### config.mk
export PLATFORM = sky130hd
export DESIGN_NAME = crc_top
export DESIGN_NICKNAME = d
export VERILOG_FILES = /design/src/crc_pkg.sv /design/src/crc_top.sv
export SDC_FILE = /design/constraint.sdc
export NUM_CORES = 1
export LEC_CHECK = 0
export ABC_AREA = 1
export BUFFER_PORTS_ARGS = -buffer_cell sky130_fd_sc_hd__buf_4
export CAP_MARGIN = 25
export CORE_ASPECT_RATIO = 0.6
export CORE_MARGIN = 1.5
export CORE_UTILIZATION = 61
export CTS_CLUSTER_DIAMETER = 30
export DETAILED_ROUTE_END_ITERATION = 10
export PLACE_DENSITY = 0.87
export SETUP_SLACK_MARGIN = 0.5
export SLEW_MARGIN = 5
export SYNTH_ARGS = -nofsm -noshare
export SYNTH_HDL_FRONTEND = slang
export SYNTH_SLANG_ARGS = --single-unit
### constraint.sdc
create_clock -name clk -period 7.9 [get_ports clk]
set_input_delay 0.395 -clock clk [delete_from_list [all_inputs] [get_ports clk]]
set_output_delay 0.395 -clock clk [all_outputs]
set_load 0.02 [all_outputs]
### src/crc_pkg.sv
package crc_pkg;
  // Geometry of the block.
  localparam int CRC_THREADS = 2;
  localparam int CRC_TID_W = 1;
  localparam int CRC_CLS_W = 4;
  localparam int CRC_CAT_CLASSES = 16;
  localparam int CRC_MASK_W = 16;
  localparam int CRC_MIDX_W = 4;
  localparam int CRC_THR_CLASSES = 8;
  localparam int CRC_DELAY_W = 16;
  localparam int CRC_RATE_W = 8;
  // Reset values.
  localparam logic [CRC_MASK_W-1:0] CRC_MASK_RESET = 16'hffff;
  localparam logic [CRC_CLS_W-1:0] CRC_CLASS_RESET = 4'h0;
  localparam logic [CRC_DELAY_W-1:0] CRC_DELAY_RESET = 16'h0000;
  // Identification query leaves, subleaves and field positions.
  localparam logic [31:0] CRC_LEAF_FEAT = 32'h00000007;
  localparam logic [31:0] CRC_LEAF_RES = 32'h00000010;
  localparam logic [31:0] CRC_SUB_ZERO = 32'h00000000;
  localparam int CRC_FEAT_FLAG_BIT = 15;
  localparam int CRC_THR_RES_BIT = 3;
  localparam logic [31:0] CRC_SUB_THR = 32'h00000003;
  localparam int CRC_LINEAR_BIT = 2;
  // Throttle capabilities; the maximum throttle value is 90 percent.
  localparam logic [11:0] CRC_THR_MAX_M1 = 12'h059;
  localparam logic CRC_THR_LINEAR = 1'b1;
  localparam logic [CRC_DELAY_W-1:0] CRC_THR_MAX = 16'h005a;
  localparam logic [CRC_DELAY_W-1:0] CRC_PERCENT = 16'h0064;
  localparam logic [15:0] CRC_THR_CLS_M1 = 16'h0007;
  localparam logic [15:0] CRC_CAT_CLS_M1 = 16'h000f;
endpackage

### src/crc_top.sv
`timescale 1ns/1ps
// Overview of operation
// [RQ1] Thread class survives deep core idle.
// [RQ2] Capacity masks survive package idle states.
// [RQ3] Power-gated cache portion ignores capacity masks.
// [RQ4] Fills after wakeup follow capacity masks.
// [RQ5] Management interrupt leaves class and masks unchanged.
// [RQ6] Without split, class maps one mask.
// [RQ7] With split, two interleaved masks per class.
// [RQ8] One class register serves all features.
// [RQ9] Per-core rate limiter throttles outgoing requests.
// [RQ10] Feature leaf reports shared control bit 15.
// [RQ11] Resource leaf bit 3 reports throttle.
// [RQ12] Throttle subleaf word A: max minus one.
// [RQ13] Word C bit 2 reports linear delays.
// [RQ14] Word D: throttle class count minus one.
// [RQ15] Classes above throttle range get no throttling.
// [RQ16] Class zero supports every feature.
// [RQ17] Masks are placement hints, not coherency.
// [RQ18] Software may disable cache shrink for determinism; this block has no such control.
// [RQ19] Management handler may reserve its own class.
// [RQ20] Split data mask at n<<1, code next.
// [RQ21] Reset: split off, masks ones, class zero.
// [RQ22] Fill carries requesting thread's class number.
// [RQ23] Core limiter uses largest thread delay.
module crc_top
  import crc_pkg::*;
(
  input wire logic clk,
  input wire logic reset_n,
  input wire logic assoc_we,
  input wire logic [CRC_TID_W-1:0] assoc_tid,
  input wire logic [CRC_CLS_W-1:0] assoc_wdata,
  input wire logic mask_we,
  input wire logic [CRC_MIDX_W-1:0] mask_idx,
  input wire logic [CRC_MASK_W-1:0] mask_wdata,
  input wire logic delay_we,
  input wire logic [CRC_CLS_W-1:0] delay_idx,
  input wire logic [CRC_DELAY_W-1:0] delay_wdata,
  input wire logic split_we,
  input wire logic split_wdata,
  input wire logic [CRC_THREADS-1:0] thread_active,
  input wire logic [CRC_MASK_W-1:0] cache_power_on,
  input wire logic fill_req,
  input wire logic [CRC_TID_W-1:0] fill_tid,
  input wire logic fill_is_code,
  input wire logic core_req_valid,
  input wire logic query_req,
  input wire logic [31:0] query_leaf,
  input wire logic [31:0] query_subleaf,
  output logic code_data_split,
  output logic [CRC_CLS_W-1:0] class_rd0,
  output logic [CRC_CLS_W-1:0] class_rd1,
  output logic fill_valid,
  output logic [CRC_CLS_W-1:0] fill_class,
  output logic [CRC_MASK_W-1:0] fill_way_mask,
  output logic [CRC_DELAY_W-1:0] core_delay,
  output logic core_req_grant,
  output logic query_valid,
  output logic [31:0] result_word_a,
  output logic [31:0] result_word_b,
  output logic [31:0] result_word_c,
  output logic [31:0] result_word_d
);

  // ==========================================================
  // Configuration state
  // ==========================================================
  // No idle-state or management-interrupt input touches this state, so it
  // simply holds through them; only reset and explicit writes change it.
  logic [CRC_CLS_W-1:0] thread_class_assoc_reg [CRC_THREADS]; // [RQ1] [RQ5]
  logic [CRC_MASK_W-1:0] cap_mask [CRC_CAT_CLASSES]; // [RQ2] [RQ5]
  logic [CRC_DELAY_W-1:0] thr_delay [CRC_THR_CLASSES];
  logic split_en;

  always_ff @(posedge clk)
  begin
    if (!reset_n)
      split_en <= 1'b0; // [RQ21]
    else if (split_we)
      split_en <= split_wdata;
  end

  genvar gi;
  generate
    for (gi = 0; gi < CRC_THREADS; gi++)
    begin : g_thr
      // One register per thread selects the class for every feature.
      always_ff @(posedge clk)
      begin
        if (!reset_n)
          thread_class_assoc_reg[gi] <= CRC_CLASS_RESET; // [RQ21]
        else if (assoc_we && assoc_tid == CRC_TID_W'(gi))
          thread_class_assoc_reg[gi] <= assoc_wdata; // [RQ8]
      end
    end
    for (gi = 0; gi < CRC_CAT_CLASSES; gi++)
    begin : g_mask
      always_ff @(posedge clk)
      begin
        if (!reset_n)
          cap_mask[gi] <= CRC_MASK_RESET; // [RQ21]
        else if (mask_we && mask_idx == CRC_MIDX_W'(gi))
          cap_mask[gi] <= mask_wdata;
      end
    end
    for (gi = 0; gi < CRC_THR_CLASSES; gi++)
    begin : g_delay
      always_ff @(posedge clk)
      begin
        if (!reset_n)
          thr_delay[gi] <= CRC_DELAY_RESET;
        else if (delay_we && delay_idx == CRC_CLS_W'(gi))
          thr_delay[gi] <= (delay_wdata > CRC_THR_MAX) ?
                           CRC_THR_MAX : delay_wdata;
      end
    end
  endgenerate

  // ==========================================================
  // Fill mask selection
  // ==========================================================
  wire [CRC_CLS_W-1:0] fill_cls = thread_class_assoc_reg[fill_tid]; // [RQ22]
  wire [CRC_MIDX_W-1:0] split_idx =
    {fill_cls[CRC_CLS_W-2:0], fill_is_code}; // [RQ7] [RQ20]
  wire [CRC_MIDX_W-1:0] sel_idx =
    split_en ? split_idx : fill_cls; // [RQ6]
  // Masks steer placement only; powered-down portions override them and
  // nothing here affects coherency.
  wire [CRC_MASK_W-1:0] next_way_mask =
    cap_mask[sel_idx] & cache_power_on; // [RQ3] [RQ4] [RQ17]

  always_ff @(posedge clk)
  begin
    if (!reset_n)
    begin
      fill_valid <= 1'b0;
      fill_class <= CRC_CLASS_RESET;
      fill_way_mask <= CRC_MASK_RESET;
    end
    else
    begin
      fill_valid <= fill_req;
      fill_class <= fill_cls; // [RQ22]
      fill_way_mask <= next_way_mask; // [RQ4]
    end
  end

  // ==========================================================
  // Request rate limiter
  // ==========================================================
  // A class without a delay register is never throttled.
  function automatic logic [CRC_DELAY_W-1:0] cls_delay
    (input logic [CRC_CLS_W-1:0] c);
    if (c < CRC_THR_CLASSES)
      return thr_delay[c[2:0]];
    return CRC_DELAY_RESET; // [RQ15] [RQ16]
  endfunction

  wire [CRC_DELAY_W-1:0] d0 =
    thread_active[0] ? cls_delay(thread_class_assoc_reg[0]) : '0;
  wire [CRC_DELAY_W-1:0] d1 =
    thread_active[1] ? cls_delay(thread_class_assoc_reg[1]) : '0;
  wire [CRC_DELAY_W-1:0] next_core_delay = (d0 > d1) ? d0 : d1; // [RQ23]

  // The percentage delay becomes a duty cycle over a window of 100 cycles:
  // requests are granted only in the first (100 - delay) cycles.
  logic [CRC_RATE_W-1:0] rate_cnt;
  wire rate_wrap = rate_cnt == CRC_PERCENT[CRC_RATE_W-1:0] - 8'h01;
  wire [CRC_RATE_W-1:0] next_rate_cnt = rate_wrap ? 8'h00 : rate_cnt + 8'h01;
  wire [CRC_DELAY_W-1:0] open_len = CRC_PERCENT - core_delay;
  wire rate_open = {8'h00, rate_cnt} < open_len;

  always_ff @(posedge clk)
  begin
    if (!reset_n)
    begin
      rate_cnt <= 8'h00;
      core_delay <= CRC_DELAY_RESET;
      core_req_grant <= 1'b0;
    end
    else
    begin
      rate_cnt <= next_rate_cnt;
      core_delay <= next_core_delay;
      core_req_grant <= core_req_valid && rate_open; // [RQ9]
    end
  end

  // ==========================================================
  // Identification query
  // ==========================================================
  wire q_feat = query_leaf == CRC_LEAF_FEAT && query_subleaf == CRC_SUB_ZERO;
  wire q_res0 = query_leaf == CRC_LEAF_RES && query_subleaf == CRC_SUB_ZERO;
  wire q_thr = query_leaf == CRC_LEAF_RES && query_subleaf == CRC_SUB_THR;
  wire [31:0] next_a = q_thr ? {20'h00000, CRC_THR_MAX_M1} : 32'h0; // [RQ12]
  wire [31:0] next_b = q_feat ? 32'h1 << CRC_FEAT_FLAG_BIT : // [RQ10]
                       q_res0 ? 32'h1 << CRC_THR_RES_BIT : 32'h0; // [RQ11]
  wire [31:0] next_c =
    q_thr ? {29'h0, CRC_THR_LINEAR, 2'b00} : 32'h0; // [RQ13]
  wire [31:0] next_d = q_thr ? {16'h0000, CRC_THR_CLS_M1} : 32'h0; // [RQ14]

  always_ff @(posedge clk)
  begin
    if (!reset_n)
    begin
      query_valid <= 1'b0;
      result_word_a <= 32'h0;
      result_word_b <= 32'h0;
      result_word_c <= 32'h0;
      result_word_d <= 32'h0;
    end
    else
    begin
      query_valid <= query_req;
      result_word_a <= next_a;
      result_word_b <= next_b;
      result_word_c <= next_c;
      result_word_d <= next_d;
    end
  end

  // ==========================================================
  // Readback
  // ==========================================================
  always_ff @(posedge clk)
  begin
    if (!reset_n)
    begin
      code_data_split <= 1'b0;
      class_rd0 <= CRC_CLASS_RESET;
      class_rd1 <= CRC_CLASS_RESET;
    end
    else
    begin
      code_data_split <= split_en;
      class_rd0 <= thread_class_assoc_reg[0];
      class_rd1 <= thread_class_assoc_reg[1];
    end
  end

endmodule

[Word-level counts from Yosys, hierarchy flattened]
Memories as Yosys holds them, arrays and structs flattened.
Cells that the tools add are included.
Storage, ports and cells
  flip-flop bits (word level): 185
  memory bits (writable): 392
  input port bits: 139
  memories: 3
Memories
  cap_mask: words 16, bits a word 16, rd ports 1, clocked after memory_dff 0, wr ports 16, line crc_top.sv:72  | logic [CRC_MASK_W-1:0] cap_mask [CRC_CAT_CLASSES];
  thr_delay: words 8, bits a word 16, rd ports 2, clocked after memory_dff 0, wr ports 8, line crc_top.sv:73  | logic [CRC_DELAY_W-1:0] thr_delay [CRC_THR_CLASSES];
  thread_class_assoc_reg: words 2, bits a word 4, rd ports 3, clocked after memory_dff 0, wr ports 2, line crc_top.sv:71  | logic [CRC_CLS_W-1:0] thread_class_assoc_reg [CRC_THREADS];
Operators by class
  add/sub/neg operators: 2
  magnitude comparators: 5
  equal/unequal tests: 26
  multiplexer cells: 121
  bitwise operators: 29
  reductions and logical operators: 35
Operators by type and width (count)
  $mux 16: 33
  $mux 1: 81
  $eq 32x2->1 const B: 1
  $eq 32x3->1 const B: 1
  $eq 32x5->1 const B: 1
  $eq 4x3->1 const B: 8
  $eq 4x4->1 const B: 8
  $logic_not 32->1: 1
  $logic_and 1x1->1: 30
  $or 1x1->1: 26
  $and 16x16->16: 1
  $eq 4x2->1 const B: 4
  $gt 16x16->1: 1
  $gt 16x7->1 const B: 1
  $lt 8x16->1: 1
  $mux 4: 4
  $sub 7x16->16 const A: 1
  $add 8x1->8 const B: 1
  $eq 4x1->1 const B: 2
  $eq 8x7->1 const B: 1
  $logic_not 4->1: 2
  $lt 4x4->1 const B: 2
  $mux 7: 1
  $mux 3: 2
  other kinds (2): 4

[Longest topological paths before layout]
An unclocked memory read counts as a cell.
  word-level depth: 7
  mapped depth: 20
  gate-level depth less buffers: 17

[Least setup slack after synthesis]
No wires, ideal clock.
  path kind: reg2reg
  start point: mem thread_class_assoc_reg[1][0]
  end point: reg core_delay[10]
  library setup time: 0.113 ns
  arrival: 2.562 ns
  data required time: 7.787 ns
  path slack: 5.225 ns
  cell stages (with the launch flop): 19
  path buffers: 4
  period minus slack after synthesis: 2.675 ns
  cells stage by stage: edfxtp_1 -> buf_2 -> buf_2 -> buf_2 -> a21oi_1 -> o21ai_0 -> o211ai_1 -> o211ai_1 -> ha_1 -> nand2_1 -> inv_1 -> nand3_1 -> nor3_1 -> nand3_1 -> nand2_1 -> clkbuf_1 -> nand2_1 -> nand2_1 -> nor2_1
RTL lines
  start, declared: line crc_top.sv:71
  end signal, assigned: line crc_top.sv:185  | core_delay <= next_core_delay;
  end, declared: line crc_top.sv:57  | output logic [CRC_DELAY_W-1:0] core_delay,

==> impl_results.md <==
- Placer Congestion: 0.922
- Die height: 152 um
- Largest reg by FF count: cap_mask
- Power Density: between 200 and 300 mW/mm^2
- Final net count: 2,915
- Clock sinks: 452
- FF-to-FF path depth: 17
- Max Slew Vio Count: 0
- Critical path required time: 8.36 ns
- Largest register FFs: approximately 260
- Met3 track demand over resource: 8.75%
- Hold crit path type: input pin to register
- Endpoint type of the worst setup path: register
- M2 GR Usage: 48.9%
- TritonCTS buffer count: 69
- Root buffer cell: clkbuf_16
- Critical R2R Capture: core_delay[12]
- Detailed Routing Iterations Pass 1: 8
- Area Overhead vs Synth: 16.9%
- Logic gate share of total power: between 15 and 20%
- PortBufs: 196
- Cell area after synthesis: around 0.023 mm^2
- First-pass GRT wire length: 98.9 mm
- Tcrit/Tclk final: a little over half
- Worst slew margin: ~28%
- Max-cap viol count: 0
- Critical Path Start Type: register
- Core Rows: 54
- Largest net degree at the start of global routing: 101
- Layout Skew: about 0.024 ns
- Fraction of layout cells with a size suffix above 1: 12.9%
- Most Crowded Layer GR: met2
- Longest Clk Path Bufs: 3
- Ys async rst share: 0%
- Yosys reg bits: 452
- P_sw: 2.05 mW
- Unique cell type count in the Yosys netlist: 38
- Vias in the first global route: 18,000
- Fmax: between 200 and 250 MHz
- Final hold violation count: 0
- CTS resizes: 0
- Post-synthesis cell count: 2,529
- TritonCTS clock tree: built
- Starting Density: 62.1%
- CP max FO: 68
- Fillers: 2,529
- Peak supply drop: 0.144 mV
- Register area share after synthesis: 57.2%
- Setup crit start: thread_class_assoc_reg[1][0]
- IO Count: 315
- Post-synth top area share: 51.9%
- Initial antenna violation count: 1
- Post-synthesis average cell area: 8.96 um^2
- Pre-CTS setup slack: 3.60 ns
- Vias/cell: around 6
- Biggest regs: cap_mask x256, thr_delay x128
- H-tree depth: 3
- N_diodes: 0
- Clock insertion delay at the later pin of the skew report: 0.59 ns
- Main flop type after synthesis: edfxtp_1
- # DRC: 0
- Final wirelength: roughly 66 mm
- Switching share of power: 29.1%
- DIE AREA: around 0.038 mm^2
- Critical path type: register to register
- Final setup vio count: 0
- Total grt overflow: 0
- DP HPWL: 42.3 mm
- Post-DR wirelength/cell: 20.0 um
- Setup_tns: 0 ns
- Worst setup path endpoint: core_delay[12]
- Post-synth EDFFs: 392
- Vias: 19,300
- Synth warnings: 0
- Reg-to-Reg Start: thread_class_assoc_reg[1][0]
- Post-layout min period: about 4.2 ns
- Tot GR Track Use: 33.6%
- 1st-iter DRT viols: 3,159
- Largest cells by area after synthesis: edfxtp_1 (52%), nand2_1 (12%), nand3_1 (6.4%), dfxtp_1 (5.3%), buf_4 (4.3%)
- Die W: 252 um
- Arrival @ worst endpoint: 4.61 ns
- Clock network power share: 43.1%
- RSZ-0062 raised after global routing: false
- Leak: 11.0 nW
- P_int: about 5 mW
- Status: finished, final reports clean
- Reg-to-reg slack, setup: 3.75 ns
- Core area: 0.0365 mm^2
- Final worst slack: between 3 and 4 ns
- Yosys top cell by area: edfxtp_1
- Seq pwr share: roughly two fifths
- Antenna Nets Post-Route: 0
- Clock slew at reported path FFs: 0.06 ns
- Met1 GRT Util: 48.6%
- DP Cell Count: 3,150
- Slew @ Worst Pin: 1.07 ns
- Post-CTS Setup Bufs: 0
- Final non-filler cell total: 3,281
==> Yosys cell counts (2+ instances only) <==
cell and count:
a21oi_1 83, and2_0 2, buf_1 9, buf_2 45, buf_4 129, buf_6 12, clkbuf_1 79, dfxtp_1 60
edfxtp_1 392, ha_1 25, inv_1 165, nand2_1 730, nand3_1 289, nand4_1 6, nor2_1 217, nor3_1 13
nor4_1 16, o211ai_1 34, o21ai_0 184, o21ai_1 10, o21ai_2 3, or2_2 4, xnor2_1 2, xor2_1 6
==> cell usage in the layout, fill, tap and decap left out, drive strengths merged, types with 8 or more instances in the layout <==
| cell | instances |
|---|---|
| nor3 | 13 |
| nor4 | 16 |
| edfxtp | 392 |
| a21oi | 83 |
| clkbuf | 78 |
| nor2 | 217 |
| clkinvlp | 8 |
| nand2 | 731 |
| clkinv | 22 |
| nand3 | 289 |
| ha | 25 |
| dfxtp | 60 |
| inv | 179 |
| buf | 234 |
| o21ai | 198 |
| o211ai | 34 |
| conb | 190 |
==> timing repair <==
action                     CTS  global route
hold buffers                 3             0
setup endpoints to repair    0             0
hold endpoints to repair     3             0
==> power by group through the flow <==
stage | combinational [mW] | clock (mW) | sequential, mW
4_1_cts | 1.08 | 3.03 | 2.88
2_1_floorplan | 0.752 | 0 | 2.91
5_1_grt | 1.21 | 3.13 | 2.90
3_5_place_dp | 1.06 | 0 | 2.93
6_report | 1.12 | 3.03 | 2.88
3_3_place_gp | 1.02 | 0 | 2.92
==> worst max-delay path, stage by stage (launching register included) <==
cell and delay, ns:
edfxtp_1 0.53, buf_16 0.22, buf_4 0.53, a21oi_1 0.15, o21ai_0 0.10, o21ai_0 0.11, o211ai_1 0.33, ha_1 0.33
a21oi_1 0.17, o21ai_0 0.16, nand2_1 0.09, nand2_1 0.05, nand2_1 0.06, nand2_1 0.08, nand2_1 0.73, nand2_1 0.16
nand2_1 0.11, nor2_1 0.04
==> how the worst min path moves through the flow <==
stage                     depth (start not counted)          startpoint  slack, ns                 to
after global placement                            1         rate_cnt[0]       0.44        rate_cnt[0]
after detailed placement                          1         rate_cnt[0]       0.44        rate_cnt[0]
final                                             3  cache_power_on[11]       0.02  fill_way_mask[11]
after floorplan                                   1         rate_cnt[0]       0.43        rate_cnt[0]
after global routing                              3  cache_power_on[11]       0.02  fill_way_mask[11]
after CTS                                         3  cache_power_on[11]      0.002  fill_way_mask[11]
==> cell families after synthesis <==
| logic type | synth area share (%) |
|---|---|
| AO/OA/AOI/OAI | 7.58 |
| XOR/XNOR | 0.309 |
| adder cells (fa/ha/maj) | 1.38 |
| buffers and inverters | 10.2 |
| flip-flops | 57.2 |
| multiplexers | 0.0442 |
| other | 0.0165 |
| AND/OR/NAND/NOR | 23.3 |
==> metal layers <==
layer	up-vias	share of wire, %
met4	2	3.4
li1	8620	-
met5	-	0.020
met3	222	15
met1	8878	38
met2	1548	43
==> cell type report <==
cell class | instances | area [um^2] | area share [%]
Clock buffer | 78 | 1840 | 6.96
Tap cell | 476 | 596 | 2.25
Sequential cell | 452 | 13000 | 49.0
Timing Repair Buffer | 237 | 1890 | 7.12
Multi-Input combinational cell | 1824 | 8120 | 30.6
Inverter | 167 | 629 | 2.38
Clock inverter | 47 | 452 | 1.70
==> per-stage QoR <==
stage / hold slack, ns / power (mW) / utilization (%) / area (um^2)
floorplan: 0.427 / 3.67 / - / 23400
global placement: 0.444 / 3.94 / 65.8 / 24000
detailed placement: 0.444 / 3.99 / 66.1 / 24100
CTS: 0.00153 / 6.99 / 72.4 / 26400
global route: 0.0165 / 7.24 / 72.6 / 26500
finish: 0.0165 / 7.03 / 72.6 / 26500
(Power assumes the default switching activity.)
